**src/hdl/arpc_pkg.sv**
```systemverilog
package arpc_pkg;
    // ========================================
    // Host port map
    localparam int HOST_DATA_W = 8;
    localparam int HOST_ADDR_W = 5;
    localparam logic [4:0] ADDR_VIEW0 = 5'h00;
    localparam logic [4:0] ADDR_VIEW1 = 5'h01;
    localparam logic [4:0] ADDR_SYS_CTRL = 5'h02;
    localparam logic [4:0] ADDR_SP_CTRL = 5'h03;
    localparam logic [4:0] ADDR_MEM_BASE = 5'h04;
    localparam int MEM_BYTES = 28;
    // ========================================
    // System control fields
    localparam int SYS_VIEW_BIT = 0;
    localparam int SYS_MODE_LSB = 1;
    localparam int SYS_MODE_MSB = 2;
    localparam int SYS_REPEAT_BIT = 3;
    localparam logic [1:0] BUF_MODE_RSVD = 2'h3;
    // ========================================
    // Serial port control fields
    localparam int SP_EDGE_BIT = 0;
    localparam int SP_MASTER_BIT = 1;
    localparam int SP_FS_SRC_BIT = 2;
    localparam int SP_FS_2X_BIT = 3;
    // ========================================
    // Reset values
    localparam logic [7:0] CTRL_RST = 8'h00;
    localparam logic [7:0] IEN_RST = 8'h00;
    // ========================================
    // Clock ratios
    localparam int MCK_PER_SCK = 4;
    localparam int SCK_PER_SAMPLE = 32;
    localparam int MCK_PER_FS = 256;
    localparam int SAMPLE_W = 24;
    localparam int SLOT_W = 32;
    // ========================================
    // Carriers
    typedef struct packed {
        logic csN;
        logic rdWr;
        logic [HOST_ADDR_W-1:0] addr;
        logic [HOST_DATA_W-1:0] wdata;
    } arpc_host_req_t;
    typedef struct packed {
        logic [SAMPLE_W-1:0] data;
        logic err;
    } arpc_sample_t;
    typedef struct packed {
        logic we;
        logic [HOST_ADDR_W-1:0] addr;
        logic [HOST_DATA_W-1:0] data;
    } arpc_mem_wr_t;
    typedef struct packed {
        logic val;
        logic oe;
    } arpc_pin_t;
endpackage

```
**src/hdl/arpc_mem.sv**
```systemverilog
`timescale 1ns/1ps
module arpc_mem #(
    parameter int DEPTH = arpc_pkg::MEM_BYTES,
    parameter int W = arpc_pkg::HOST_DATA_W
) (
    input wire logic clock,
    input wire logic rst,
    input arpc_pkg::arpc_mem_wr_t hostWr,
    input arpc_pkg::arpc_mem_wr_t devWr,
    input wire logic [arpc_pkg::HOST_ADDR_W-1:0] rdAddr,
    output logic [W-1:0] rdData
);
    typedef struct packed {
        logic [DEPTH-1:0][W-1:0] cells;
        logic [W-1:0] rdData;
    } arpc_mem_state_t;

    arpc_mem_state_t q_ff;
    arpc_mem_state_t nxt_q;

    // ========================================
    // Device write wins a same-address clash
    always_comb begin
        nxt_q = q_ff;
        if (hostWr.we && (int'(hostWr.addr) < DEPTH)) begin
            nxt_q.cells[hostWr.addr] = hostWr.data;
        end
        if (devWr.we && (int'(devWr.addr) < DEPTH)) begin
            nxt_q.cells[devWr.addr] = devWr.data;
        end
        nxt_q.rdData = (int'(rdAddr) < DEPTH) ? q_ff.cells[rdAddr] : '0;
    end

    always_ff @(posedge clock or posedge rst) begin
        if (rst) begin
            q_ff <= '0;
        end else begin
            q_ff <= nxt_q;
        end
    end

    assign rdData = q_ff.rdData;
endmodule

```
**src/hdl/arpc_top.sv**
```systemverilog
// Function
// - Bit clock is master clock over 4, frame sync over 256 or 128.
// - Master bit clock toggles from a divide-by-four of master clock ticks.
// - Master mode with divided frame sync gives exactly 32 bit clock periods per audio sample.
// - Master select drives bit clock and frame sync, otherwise both are inputs.
// - Edge select one: data changes falling edge; zero: changes rising edge.
// - Frame sync comes from master clock division or stream-extracted edges.
// - Host port reaches status, enables, controls and 28-byte buffer memory.
// - Status and enable pairs share addresses 0 and 1, chosen by view bit.
// - Select low with write level stores bus data at the address.
// - Select low with read level drives addressed data, then releases bus.
// - Two-bit field picks one of three buffer memory organisations.
// - Optional repeat of previous sample when the sample carries an error.
// - View bit zero shows status at 0 and 1, one shows enables.
// - Reset clears control and enable registers.
`timescale 1ns/1ps
module arpc_top (
    input wire logic clock,
    input wire logic rst,
    input wire logic recoveredMasterClock,
    input wire logic streamFrameSync,
    input wire logic sckIn,
    input wire logic frameSyncIn,
    output arpc_pkg::arpc_pin_t sckPin,
    output arpc_pkg::arpc_pin_t frameSyncPin,
    output logic serialData,
    input wire logic sampleValid,
    input arpc_pkg::arpc_sample_t sampleIn,
    output logic sampleReady,
    input arpc_pkg::arpc_host_req_t hostReq,
    output logic [arpc_pkg::HOST_DATA_W-1:0] hostDataOut,
    output logic hostDataOe,
    input wire logic [7:0] statusIn1,
    input wire logic [7:0] statusIn2,
    input arpc_pkg::arpc_mem_wr_t devMemWr,
    output logic [1:0] bufferMode,
    output logic [7:0] interruptEnable1,
    output logic [7:0] interruptEnable2
);
    typedef struct packed {
        logic [7:0] sysCtrl;
        logic [7:0] spCtrl;
        logic [7:0] ien1;
        logic [7:0] ien2;
        logic mckPrev;
        logic streamPrev;
        logic csPrev;
        logic sckPrev;
        logic fsLast;
        logic [7:0] divCnt;
        logic [arpc_pkg::SLOT_W-1:0] shift;
        logic [arpc_pkg::SAMPLE_W-1:0] lastWord;
        logic [7:0] rdData;
        arpc_pkg::arpc_sample_t [1:0] fifo;
        logic wrPtr;
        logic rdPtr;
        logic [1:0] fill;
    } arpc_top_state_t;

    arpc_top_state_t q_ff;
    arpc_top_state_t nxt_q;
    logic master, edgeSel, fsFromStream, fs2x, repeatOnErr, view;
    logic sckEff, fsEff, mckRise, changeEdge, boundary, csFall, hostWrite, popNow;
    logic [7:0] memRdata;
    logic [4:0] memAddr;
    arpc_pkg::arpc_mem_wr_t hostMemWr;
    arpc_pkg::arpc_sample_t head;

    function automatic logic inMem(input logic [4:0] a);
        return (a >= arpc_pkg::ADDR_MEM_BASE)
            && (int'(a) < int'(arpc_pkg::ADDR_MEM_BASE) + arpc_pkg::MEM_BYTES);
    endfunction

    // ========================================
    // Mode decode
    assign master = q_ff.spCtrl[arpc_pkg::SP_MASTER_BIT];
    assign edgeSel = q_ff.spCtrl[arpc_pkg::SP_EDGE_BIT];
    assign fsFromStream = q_ff.spCtrl[arpc_pkg::SP_FS_SRC_BIT];
    assign fs2x = q_ff.spCtrl[arpc_pkg::SP_FS_2X_BIT];
    assign repeatOnErr = q_ff.sysCtrl[arpc_pkg::SYS_REPEAT_BIT];
    assign view = q_ff.sysCtrl[arpc_pkg::SYS_VIEW_BIT];
    assign mckRise = recoveredMasterClock & ~q_ff.mckPrev;
    assign sckEff = master ? q_ff.divCnt[1] : sckIn;
    assign fsEff = master ? (fs2x ? q_ff.divCnt[6] : q_ff.divCnt[7]) : frameSyncIn;
    assign changeEdge = edgeSel ? (q_ff.sckPrev & ~sckEff) : (~q_ff.sckPrev & sckEff);
    assign boundary = fs2x ? (fsEff & ~q_ff.fsLast) : (fsEff ^ q_ff.fsLast);
    assign head = q_ff.fifo[q_ff.rdPtr];
    assign popNow = changeEdge & boundary & (q_ff.fill != 2'h0);
    assign csFall = ~hostReq.csN & q_ff.csPrev;
    assign hostWrite = csFall & ~hostReq.rdWr;
    assign memAddr = hostReq.addr - arpc_pkg::ADDR_MEM_BASE;
    assign hostMemWr = '{we: hostWrite & inMem(hostReq.addr), addr: memAddr,
        data: hostReq.wdata};

    arpc_mem #(
        .DEPTH(arpc_pkg::MEM_BYTES),
        .W(arpc_pkg::HOST_DATA_W)
    ) u_mem (
        .clock(clock),
        .rst(rst),
        .hostWr(hostMemWr),
        .devWr(devMemWr),
        .rdAddr(memAddr),
        .rdData(memRdata)
    );

    // ========================================
    // Next state
    always_comb begin
        nxt_q = q_ff;
        nxt_q.mckPrev = recoveredMasterClock;
        nxt_q.streamPrev = streamFrameSync;
        nxt_q.csPrev = hostReq.csN;
        nxt_q.sckPrev = sckEff;
        if (mckRise) begin
            nxt_q.divCnt = q_ff.divCnt + 8'h01;
        end
        if (fsFromStream && (streamFrameSync ^ q_ff.streamPrev)) begin
            nxt_q.divCnt = {streamFrameSync, 7'h00};
        end
        if (changeEdge) begin
            nxt_q.fsLast = fsEff;
            if (boundary) begin
                if (q_ff.fill == 2'h0) begin
                    nxt_q.shift = '0;
                end else if (head.err && repeatOnErr) begin
                    nxt_q.shift = {q_ff.lastWord, 8'h00};
                end else begin
                    nxt_q.shift = {head.data, 8'h00};
                    nxt_q.lastWord = head.data;
                end
            end else begin
                nxt_q.shift = {q_ff.shift[arpc_pkg::SLOT_W-2:0], 1'b0};
            end
        end
        if (popNow) begin
            nxt_q.rdPtr = ~q_ff.rdPtr;
        end
        if (sampleValid && (q_ff.fill != 2'h2)) begin
            nxt_q.fifo[q_ff.wrPtr] = sampleIn;
            nxt_q.wrPtr = ~q_ff.wrPtr;
        end
        nxt_q.fill = q_ff.fill + {1'b0, sampleValid && (q_ff.fill != 2'h2)}
            - {1'b0, popNow};
        if (hostWrite) begin
            if (hostReq.addr == arpc_pkg::ADDR_SYS_CTRL) begin
                nxt_q.sysCtrl = hostReq.wdata;
                if (hostReq.wdata[arpc_pkg::SYS_MODE_MSB:arpc_pkg::SYS_MODE_LSB]
                    == arpc_pkg::BUF_MODE_RSVD) begin
                    nxt_q.sysCtrl[arpc_pkg::SYS_MODE_MSB:arpc_pkg::SYS_MODE_LSB] =
                        q_ff.sysCtrl[arpc_pkg::SYS_MODE_MSB:arpc_pkg::SYS_MODE_LSB];
                end
            end else if (hostReq.addr == arpc_pkg::ADDR_SP_CTRL) begin
                nxt_q.spCtrl = hostReq.wdata;
            end else if ((hostReq.addr == arpc_pkg::ADDR_VIEW0) && view) begin
                nxt_q.ien1 = hostReq.wdata;
            end else if ((hostReq.addr == arpc_pkg::ADDR_VIEW1) && view) begin
                nxt_q.ien2 = hostReq.wdata;
            end
        end
        if (inMem(hostReq.addr)) begin
            nxt_q.rdData = memRdata;
        end else if (hostReq.addr == arpc_pkg::ADDR_VIEW0) begin
            nxt_q.rdData = view ? q_ff.ien1 : statusIn1;
        end else if (hostReq.addr == arpc_pkg::ADDR_VIEW1) begin
            nxt_q.rdData = view ? q_ff.ien2 : statusIn2;
        end else if (hostReq.addr == arpc_pkg::ADDR_SYS_CTRL) begin
            nxt_q.rdData = q_ff.sysCtrl;
        end else if (hostReq.addr == arpc_pkg::ADDR_SP_CTRL) begin
            nxt_q.rdData = q_ff.spCtrl;
        end else begin
            nxt_q.rdData = 8'h00;
        end
    end

    always_ff @(posedge clock or posedge rst) begin
        if (rst) begin
            q_ff <= '0;
            q_ff.sysCtrl <= arpc_pkg::CTRL_RST;
            q_ff.spCtrl <= arpc_pkg::CTRL_RST;
            q_ff.ien1 <= arpc_pkg::IEN_RST;
            q_ff.ien2 <= arpc_pkg::IEN_RST;
            q_ff.csPrev <= 1'b1;
        end else begin
            q_ff <= nxt_q;
        end
    end

    // ========================================
    // Outputs
    assign sckPin = '{val: q_ff.divCnt[1], oe: master};
    assign frameSyncPin = '{val: fs2x ? q_ff.divCnt[6] : q_ff.divCnt[7], oe: master};
    assign serialData = q_ff.shift[arpc_pkg::SLOT_W-1];
    assign sampleReady = q_ff.fill != 2'h2;
    assign hostDataOut = q_ff.rdData;
    assign hostDataOe = ~hostReq.csN & hostReq.rdWr;
    assign bufferMode = q_ff.sysCtrl[arpc_pkg::SYS_MODE_MSB:arpc_pkg::SYS_MODE_LSB];
    assign interruptEnable1 = q_ff.ien1;
    assign interruptEnable2 = q_ff.ien2;

    // ========================================
    // Checking helpers
    logic [3:0] mckSinceSck_ff;
    logic [8:0] mckSinceFs_ff;
    logic [5:0] bitCnt_ff;
    logic seenSck_ff, seenFs_ff, seenLoad_ff, sckRose, fsRose, plainMaster;
    assign plainMaster = master & ~fsFromStream;
    assign sckRose = sckPin.val & ~q_ff.sckPrev;
    assign fsRose = ~fs2x & q_ff.divCnt[7] & ~q_ff.fsLast & changeEdge;

    always_ff @(posedge clock or posedge rst) begin
        if (rst) begin
            mckSinceSck_ff <= 4'h0;
            mckSinceFs_ff <= 9'h000;
            bitCnt_ff <= 6'h00;
            seenSck_ff <= 1'b0;
            seenFs_ff <= 1'b0;
            seenLoad_ff <= 1'b0;
        end else if (!plainMaster || (hostWrite && hostReq.addr == arpc_pkg::ADDR_SP_CTRL)) begin
            seenSck_ff <= 1'b0;
            seenFs_ff <= 1'b0;
            seenLoad_ff <= 1'b0;
        end else begin
            mckSinceSck_ff <= sckRose ? {3'h0, mckRise} : mckSinceSck_ff + {3'h0, mckRise};
            mckSinceFs_ff <= fsRose ? {8'h00, mckRise} : mckSinceFs_ff + {8'h00, mckRise};
            seenSck_ff <= seenSck_ff | sckRose;
            seenFs_ff <= seenFs_ff | fsRose;
            if (changeEdge) begin
                bitCnt_ff <= boundary ? 6'h01 : bitCnt_ff + 6'h01;
                seenLoad_ff <= seenLoad_ff | boundary;
            end
        end
    end

    // ========================================
    // Assertions
    a_sck_div_four: assert property (
        @(posedge clock) disable iff (rst)
        plainMaster && seenSck_ff && sckRose |-> mckSinceSck_ff == 4'h4)
        else $error("bit clock period is not four master clocks");
    a_fs_div_256: assert property (
        @(posedge clock) disable iff (rst)
        plainMaster && seenFs_ff && fsRose |-> mckSinceFs_ff == 9'h100)
        else $error("frame sync period is not 256 master clocks");
    a_bits_per_sample: assert property (
        @(posedge clock) disable iff (rst)
        plainMaster && seenLoad_ff && changeEdge && boundary |-> bitCnt_ff == 6'h20)
        else $error("sample slot is not 32 bit clocks");
    a_pin_direction: assert property (
        @(posedge clock) disable iff (rst)
        $rose(q_ff.spCtrl[arpc_pkg::SP_MASTER_BIT]) |-> sckPin.oe && frameSyncPin.oe
        ##1 $past(hostWrite) || (sckPin.oe == frameSyncPin.oe))
        else $error("clock pin drive does not follow master select");
    a_data_edge: assert property (
        @(posedge clock) disable iff (rst)
        $changed(serialData) |-> $past(changeEdge))
        else $error("serial data changed away from its launch edge");
    a_ctrl_store: assert property (
        @(posedge clock) disable iff (rst)
        hostWrite && hostReq.addr == arpc_pkg::ADDR_SP_CTRL |=>
        q_ff.spCtrl == $past(hostReq.wdata))
        else $error("serial port control write not stored");
    a_bus_release: assert property (
        @(posedge clock) disable iff (rst)
        hostReq.csN |-> !hostDataOe)
        else $error("data bus driven without select");
    a_view_select: assert property (
        @(posedge clock) disable iff (rst)
        !hostReq.csN && hostReq.rdWr && hostReq.addr == arpc_pkg::ADDR_VIEW0 |=>
        hostDataOut == ($past(view) ? $past(q_ff.ien1) : $past(statusIn1)))
        else $error("address 0 read shows wrong register pair");
    a_repeat_error: assert property (
        @(posedge clock) disable iff (rst)
        popNow && head.err && repeatOnErr |=>
        q_ff.shift == {$past(q_ff.lastWord), 8'h00} && q_ff.lastWord == $past(q_ff.lastWord))
        else $error("errored sample not replaced by previous one");
endmodule

```
**config.mk**
```make
export PLATFORM = sky130hd
export DESIGN_NAME = arpc_top
export DESIGN_NICKNAME = d
export VERILOG_FILES = /design/src/hdl/arpc_pkg.sv /design/src/hdl/arpc_mem.sv /design/src/hdl/arpc_top.sv
export SDC_FILE = /design/constraint.sdc
export NUM_CORES = 1
export LEC_CHECK = 0
export ABC_CLOCK_PERIOD_IN_PS = 12950
export BUFFER_PORTS_ARGS = -buffer_cell sky130_fd_sc_hd__buf_2
export CAP_MARGIN = 10
export CORE_AREA = 5 5 209 211
export CTS_BUF_LIST = sky130_fd_sc_hd__clkbuf_8 sky130_fd_sc_hd__clkbuf_16
export CTS_CLUSTER_SIZE = 24
export DETAILED_ROUTE_END_ITERATION = 16
export DIE_AREA = 0 0 214 216
export GPL_TIMING_DRIVEN = 1
export PLACE_DENSITY = 0.78
export SETUP_SLACK_MARGIN = 0.02
export SLEW_MARGIN = 30
export SYNTH_ARGS = -nofsm -noshare
export SYNTH_HDL_FRONTEND = slang
export SYNTH_SLANG_ARGS = --single-unit
```
**constraint.sdc**
```tcl
create_clock -name clock -period 12.95 [get_ports clock]
set_input_delay 1.295 -clock clock [delete_from_list [all_inputs] [get_ports clock]]
set_output_delay 1.295 -clock clock [all_outputs]
set_load 0.02 [all_outputs]
```
### Word-level counts from Yosys, hierarchy flattened

Index checks and enable logic that the tools add are counted.

| word-level totals | value |
|---|---|
| bits in registers | 395 |
| input port bits | 77 |
| output and inout port bits | 33 |
| word-level logic and storage cells | 148 |

| cells by class | value |
|---|---|
| add/sub/neg operators | 4 |
| $lt $le $gt $ge | 10 |
| equal/unequal tests | 5 |
| multiplexer cells | 33 |
| bitwise gates (word level) | 26 |
| reductions and logical operators | 20 |

Operators by type and width:

| kind | count |
|---|---|
| bitwise mux 224 bit | 2 |
| two-way mux 224 bit | 2 |
| two-way mux 8 bit | 13 |
| two-way mux 32 bit | 3 |
| demux 8 bit (select 5 bit) | 2 |
| two-way mux 25 bit | 3 |
| bitwise mux 50 bit | 1 |
| binary-select mux 8 bit (select 5 bit) | 1 |
| demux 25 bit (select 1 bit) | 1 |
| NOT 1 bit | 14 |
| less-than comparator 5 x 6 -> 1 bit, second input constant | 2 |
| AND 1 bit | 10 |
| == test 5 x 2 -> 1 bit, second input constant | 2 |
| greater-or-equal comparator 5 x 1 -> 1 bit, second input constant | 2 |
| logical AND 1 bit | 10 |
| less-than comparator 5 bit, second input constant | 2 |
| adder 8 x 1 -> 8 bit, second input constant | 1 |
| AND reduction 4 bit | 2 |
| AND reduction 3 bit | 2 |
| == test 5 x 1 -> 1 bit, second input constant | 1 |
| greater-or-equal comparator 5 x 3 -> 1 bit, second input constant | 1 |
| logical NOT 5 bit | 1 |
| two-way mux 1 bit | 5 |
| AND reduction 5 bit | 1 |
| 11 further kinds | 14 |

### Longest topological paths before layout

Gate-level depths: netlist (run 1).

| depth | value |
|---|---|
| depth in word-level cells | 9 |
| depth in mapped cells | 13 |
| depth with buffers taken out | 12 |

### By module

A second synthesis (run 1) with hierarchy kept.

| second synthesis, totals | value |
|---|---|
| cell total of the unflattened synthesis | 1832 |
| area total of the unflattened synthesis | 20203.1 um^2 |

Modules (own cells, without submodules):

| module | instances | cells an instance | area each (um^2) | seq. area each (um^2) |
|---|---|---|---|---|
| arpc_mem | 1 | 1250 | 12743.5 | 5805.6 |
| arpc_top | 1 | 582 | 7459.7 | 3880.0 |

### Worst setup path before layout (run 1)

No wires, ideal clock.

| path | value |
|---|---|
| path type | input port to flip-flop |
| from | input frameSyncIn |
| to | register q_ff[1] (netlist bit) |
| library setup time | 0.123 ns |
| data arrival time | 3.020 ns |
| data required time | 12.827 ns |
| path slack | 9.807 ns |
| stages on the path | 13 |
| buffers on the path | 1 |
| cells stage by stage | nor2_1 a21oi_1 ha_1 inv_1 o221a_2 clkbuf_1 nand2_1 inv_1 ha_1 inv_1 ha_1 xnor2_1 xnor2_1 |

RTL lines:

| what | line | RTL |
|---|---|---|
| from (decl) | arpc_top.sv:23 | `input wire logic frameSyncIn,` |
| to (signal assigned) | arpc_top.sv:185 | `q_ff <= nxt_q;` |
| to (decl) | arpc_top.sv:60 | `arpc_top_state_t q_ff;` |

==> metrics.txt, run 1 <==
layout cells sized above 1=0.183; Final Max Slew Viols=0; post-CTS setup repair buffer count=0; CTS max path bufs=3; Hold Buf Count CTS=0; Hold Path Class=reg -> reg; count of different cell masters after synthesis=58; number of I/O pins=110; row count=75; Primary FF master, synth=dfrtp_1; Power, Total=about 4.1 mW; fmax=around 240 MHz; syn nets=approximately 2,200; Worst EP arrival=~4600 ps; Synth Cell Area=~0.02 mm^2; hold_sp=u_mem.rdData[4]; CP max FO=43; post-cts sizing count=0; peak supply drop=about 0.090 mV; Post-Synthesis Cells=2,082; Lkg Pwr=9.49 nW; R2R setup slack=9520 ps; worst r2r path cells=7; clock slew at reported path FFs=60 ps; total core area=0.0416 mm^2; instance area after placement=0.0208 mm^2; hold slack=460 ps; outcome=finished clean; Reg-to-Reg End=q_ff[62]; # port buffers=109; Worst path slowest cell=nand3_1; buffers and inverters on the worst path=3; commonest non-fill, non-tap cell in the layout=dfrtp_1; hold depth=2; post-synthesis area per instance=roughly 9.9 um^2; final instance area=0.0222 mm^2; Critical Path Source Type=primary input; TritonRoute pass-1 iters=8; vias=17,400; Routed wire per std cell=23.7 um; top cells by area, synth=dfrtp_1 (47%), mux4_2 (6.9%), a31oi_1 (5.6%), o21ai_0 (4.8%), nand3_1 (4.7%); cell family with most CP delay=buffers and inverters; Post-synth EDFFs=0; GP Congestion=0.857; Required @ worst endpoint=13,340 ps; vias in the first global route=about 17,000; grt ovf=0; crit share post-route=0.328; antenna violations before repair=1; WS Path Type=in -> reg; Worst-Skew Late Latency=550 ps; first-pass GRT wire length=roughly 97,000 um; Setup Viol. Count Final=0; Yosys top cell by area=dfrtp_1; largest net degree at the start of global routing=approximately 170; Fillers=between 3,000 and 4,000; Via density=6.78; Cell Chain, Critical Path=buf_4, buf_4, nand3_1, buf_4, o21ai_0, a31oi_1; Final Hold Viols=0; Die Ht=216 um; max incr delay on CP=890 ps; sequential element share of the synthesized area=0.472; Setup Skew=about 26 ps; FF+latch count, synth=a little under 400; WL final=61,100 um; RSZ-0062 raised after global routing=false; CTS tree=yes; Post-DRT Antenna Nets=0; Final min period=4250 ps; Initial Utilization=0.494; Async SR Flop Fraction=1.00; Slew @ Worst Pin=just under 1000 ps; area grow syn2layout=8.42%; WHS Endpoint=hostDataOut[4]; initial DRC count=2,868; post-synth top area share=0.471; Die Span X=roughly 210 um; crit end category=flip-flop; DRC violations left=0; Crit path top cell by count=buf_4; maxcap violations=0; CTS buffer count=39; Power Dens Cells=around 180 mW/mm^2; GRT Overall Usage=0.257; nets@finish=between 2,000 and 2,500; Final HPWL DP=35,800 um; total die area=0.0462 mm^2; most frequent cells in the layout=dfrtp_1 (386), nor2_1 (225), o21ai_0 (196); YS warnings=0; Reg-to-Reg Start=fs2x; relative slew slack=0.338; CTS H-tree lvls=2; clock root buffer=clkbuf_16; setup TNS=0 ps; clk sinks=between 300 and 400
## per-layer routing
metal  share of wire  GRT usage  vias to the layer above  wire length [um]
li1                -          -                     7398                 -
met1            0.37      0.344                     8572             22800
met2            0.46      0.403                     1238             28200
met3            0.12     0.0639                      238              7340
met4           0.045      0.108                        0              2730
met5               0          0                        -                 0
## how the worst max path moves through the flow
stage,start,end,slack (ps),depth (start not counted)
2_1_floorplan,rst,bufferMode[0],900,1
5_1_grt,hostReq[8],u_mem.q_ff[48],8490,6
6_report,hostReq[8],u_mem.q_ff[146],8700,6
4_1_cts,hostReq[8],u_mem.q_ff[52],8770,6
3_3_place_gp,hostReq[10],u_mem.rdData[5],7930,7
3_5_place_dp,hostReq[8],u_mem.q_ff[52],8210,6
## stage by stage
| stage | util | std cells | setup WS (ps) |
|---|---|---|---|
| CTS | 0.534 | 2573 | 8770 |
| detailed placement | 0.502 | 2506 | 8210 |
| floorplan | - | 2082 | 901 |
| global route | 0.535 | 2575 | 8490 |
| finish | 0.535 | 2575 | 8700 |
| global placement | 0.501 | 2506 | 7930 |
## final cells by class
| type | count | area [um^2] | share of cell area |
|---|---|---|---|
| sequential | 387 | 9690 | 0.435 |
| multi-input combinational | 1412 | 9620 | 0.432 |
| clock buffer | 50 | 1150 | 0.0517 |
| timing repair buffer | 133 | 767 | 0.0345 |
| tap | 539 | 674 | 0.0303 |
| clock inverter | 17 | 205 | 0.00922 |
| inverter | 36 | 148 | 0.00664 |
| antenna | 1 | 2.50 | 0.000112 |
## synthesized netlist by cell type, types with 11 or more instances
cell type,count
buf_2,53
inv_1,35
dfrtp_1,386
nand3_1,192
a31oi_1,183
o22ai_1,11
o211ai_1,57
mux2i_1,89
a21oi_1,42
nand4_1,39
nor2_1,227
o21ai_0,196
clkbuf_1,141
mux4_2,63
nand2_1,113
buf_4,43
mux2_2,85
## registers in the layout (all words and copies together) (netlist names), 2 cells and up
signal,cells
u_mem.q_ff,224
q_ff,123
hostDataOut,8
interruptEnable1,8
interruptEnable2,8
u_mem.rdData,8
bufferMode,2
## worst min-delay path, delay by kind of cell (launching register included)
family / cells / cell delay [ps]
flops: 1 / 320
compound gates: 1 / 60
simple gates: 1 / 40
## logic make-up (layout without fill, tap and decap cells)
family                     count (synthesis)  count (layout)  synth area share
AOI/OAI and AO/OA                        525             525             0.152
xor gates and xnor gates                  14              14           0.00598
adders and majority gates                  7               7           0.00427
buffers and inverters                    283             236            0.0635
DFF                                      387             387             0.472
muxes                                    238             238             0.160
other                                      0               1                 0
and+or+nand+nor                          628             628             0.143
## where the power goes
group	internal [mW]	leakage (nW)	switching (mW)
Clock	0.722	0.692	0.476
Combinational	0.484	4.11	0.579
Sequential	1.59	4.69	0.215
Total	2.80	9.49	1.27
(Power assumes the default switching activity.)
==> run 2: changes to the inputs <==
--- a/config.mk
+++ b/config.mk
@@ -5,7 +5,7 @@
 export SDC_FILE = /design/constraint.sdc
 export NUM_CORES = 1
 export LEC_CHECK = 0
-export ABC_CLOCK_PERIOD_IN_PS = 12950
+export ABC_CLOCK_PERIOD_IN_PS = 4040
 export BUFFER_PORTS_ARGS = -buffer_cell sky130_fd_sc_hd__buf_2
 export CAP_MARGIN = 10
 export CORE_AREA = 5 5 209 211
==> constraint.sdc (replaced) <==
create_clock -name clock -period 4.04 [get_ports clock]
set_input_delay 0.404 -clock clock [delete_from_list [all_inputs] [get_ports clock]]
set_output_delay 0.404 -clock clock [all_outputs]
set_load 0.02 [all_outputs]
==> metrics.txt, run 2 (synthesis results as in run 1) <==
Final Max Slew Viols=0; Setup WS post-layout=1130 ps; Post-DRT Antenna Nets=0; GP Congestion=approximately 0.91; CTS H-tree lvls=2; CP max FO=25; layout cells sized above 1=0.189; Worst path slowest cell=o221a_2; GRT Overall Usage=0.259; initial DRC count=2,445; largest net degree at the start of global routing=173; crit end category=flip-flop; Seq pwr share=0.439; hold slack=17.3 ps; CTS buffer count=41; most frequent cells in the layout=dfrtp_1 (386), nor2_1 (225), o21ai_0 (196); Via density=6.74; CTS tree=yes; antenna violations before repair=5; CTS max path bufs=3; grt ovf=0; maxcap violations=0; Setup Skew=28.1 ps; outcome=finished clean; fmax=344 MHz; peak supply drop=0.271 mV; cell family with most CP delay=compound AO/OA/AOI/OAI gates; Die Ht=216 um; clk sinks=387; WL final=62,000 um; Final Hold Viols=0; final instance area=0.0225 mm^2; clock share of power=0.302; clock slew at reported path FFs=60 ps; area grow syn2layout=9.48%; Critical Path Source Type=flip-flop; instance area after placement=~0.021 mm^2; crit share post-route=0.720; Die Span X=214 um; buffers and inverters on the worst path=3; top flop regs=u_mem.q_ff: 224 flops, q_ff: 123 flops; total core area=approximately 0.042 mm^2; TritonRoute pass-1 iters=9; Final HPWL DP=36,800 um; row count=75; Setup Viol. Count Final=0; max incr delay on CP=560 ps; Final min period=about 2900 ps; total die area=0.0462 mm^2; Slew @ Worst Pin=1060 ps; first-pass GRT wire length=97,300 um; Logic pwr share=0.259; clock root buffer=clkbuf_16; # port buffers=109; pre-CTS WS=732 ps; Initial Utilization=0.494; RSZ-0062 raised after global routing=false; WS Path Type=reg -> reg; DRC violations left=0; vias in the first global route=roughly 18,000; Lkg Pwr=9.61 nW; Worst-Skew Late Latency=between 500 and 600 ps; Net Sw Frac=0.316; max reg flops=224; commonest non-fill, non-tap cell in the layout=dfrtp_1; Required @ worst endpoint=4510 ps; Routed wire per std cell=between 20 and 25 um; post-CTS setup repair buffer count=0; P_int=around 9.1 mW; vias=17,600; Top reg by flops=u_mem.q_ff; nets@finish=2,115; Cell Chain, Critical Path=mux2i_1, a21oi_1, ha_1, inv_1, o221a_2, nand2_1, inv_1, ha_1, inv_1, ha_1, xnor2_1, xnor2_1; placed cells=2,524; non-filler cells in the finished layout=2,605; Hold Path Class=in -> reg; Worst EP arrival=3380 ps; relative slew slack=0.289; post-cts sizing count=0; number of I/O pins=110; Net Switching=4.18 mW; Power Dens Cells=589 mW/mm^2
## run 2: changes by cell type in the layout (fill, tap and decap cells not counted), sizes merged
| cell | change |
|---|---|
| clkinvlp | +3 |
| dlygate4sd3 | +2 |
| bufinv | +1 |
| clkinv | +4 |
| clkbuf | -2 |
| buf | +18 |
| inv | +1 |
| diode | +3 |
## run 2: stage by stage
| step | utilization | TNS, ps | power [mW] |
|---|---|---|---|
| finish | 0.540 | 0 | 13.2 |
| global route | 0.540 | 0 | 13.8 |
| detailed placement | 0.505 | 0 | 9.18 |
| CTS | 0.540 | 0 | 13.2 |
| global placement | 0.505 | 0 | 8.95 |
| floorplan | - | -605050 | 8.24 |
## run 2: power groups by stage
stage               combinational (mW)  clock (mW)  sequential [mW]
finish                            3.43        4.00             5.80
detailed placement                3.37           0             5.81
floorplan                         2.65           0             5.59
global placement                  3.22           0             5.73
global route                      3.76        4.17             5.91
CTS                               3.40        4.03             5.76
## run 2: metal layers
metal	wire, um	vias up	track usage
met4	3190	2	0.121
met3	7490	269	0.0783
met5	50	-	0.0104
li1	-	7449	-
met1	22900	8574	0.326
met2	28400	1266	0.413
## run 2: worst register-to-register path, delay by kind of cell (launching register included)
kind,cells,cell delay (ps)
and+or+nand+nor,1,220
muxes,1,280
buffers and inverters,3,230
adders and majority gates,3,670
xor gates and xnor gates,2,260
DFF,1,460
AOI/OAI and AO/OA,2,710
## run 2: path summary, 6_finish.rpt
| check | start | to | slack [ps] | cells after the start |
|---|---|---|---|---|
| max | fs2x | q_ff[1] | 1130 | 12 |
| min | streamFrameSync | q_ff[129] | 20 | 1 |
| max reg2reg | fs2x | q_ff[1] | 1130 | 12 |
| min reg2reg | q_ff[129] | q_ff[125] | 490 | 1 |
| max in group asynchronous | rst | u_mem.q_ff[198] | 2410 | 5 |
| min in group asynchronous | rst | q_ff[155] | 360 | 3 |
## run 2: cell type report
| cell class | instances | area [um^2] |
|---|---|---|
| fill | 3430 | 19100 |
| clock buffer | 48 | 1130 |
| inverter | 36 | 139 |
| timing repair buffer | 153 | 943 |
| sequential | 387 | 9690 |
| tap | 539 | 674 |
| multi-input combinational | 1412 | 9580 |
| antenna | 4 | 10.0 |
| clock inverter | 26 | 298 |
## run 2: timing repair
action,4_1_cts,5_1_grt
hold buffers,2,0
endpoints found under the hold margin,8,0
endpoints found under the setup margin,0,0
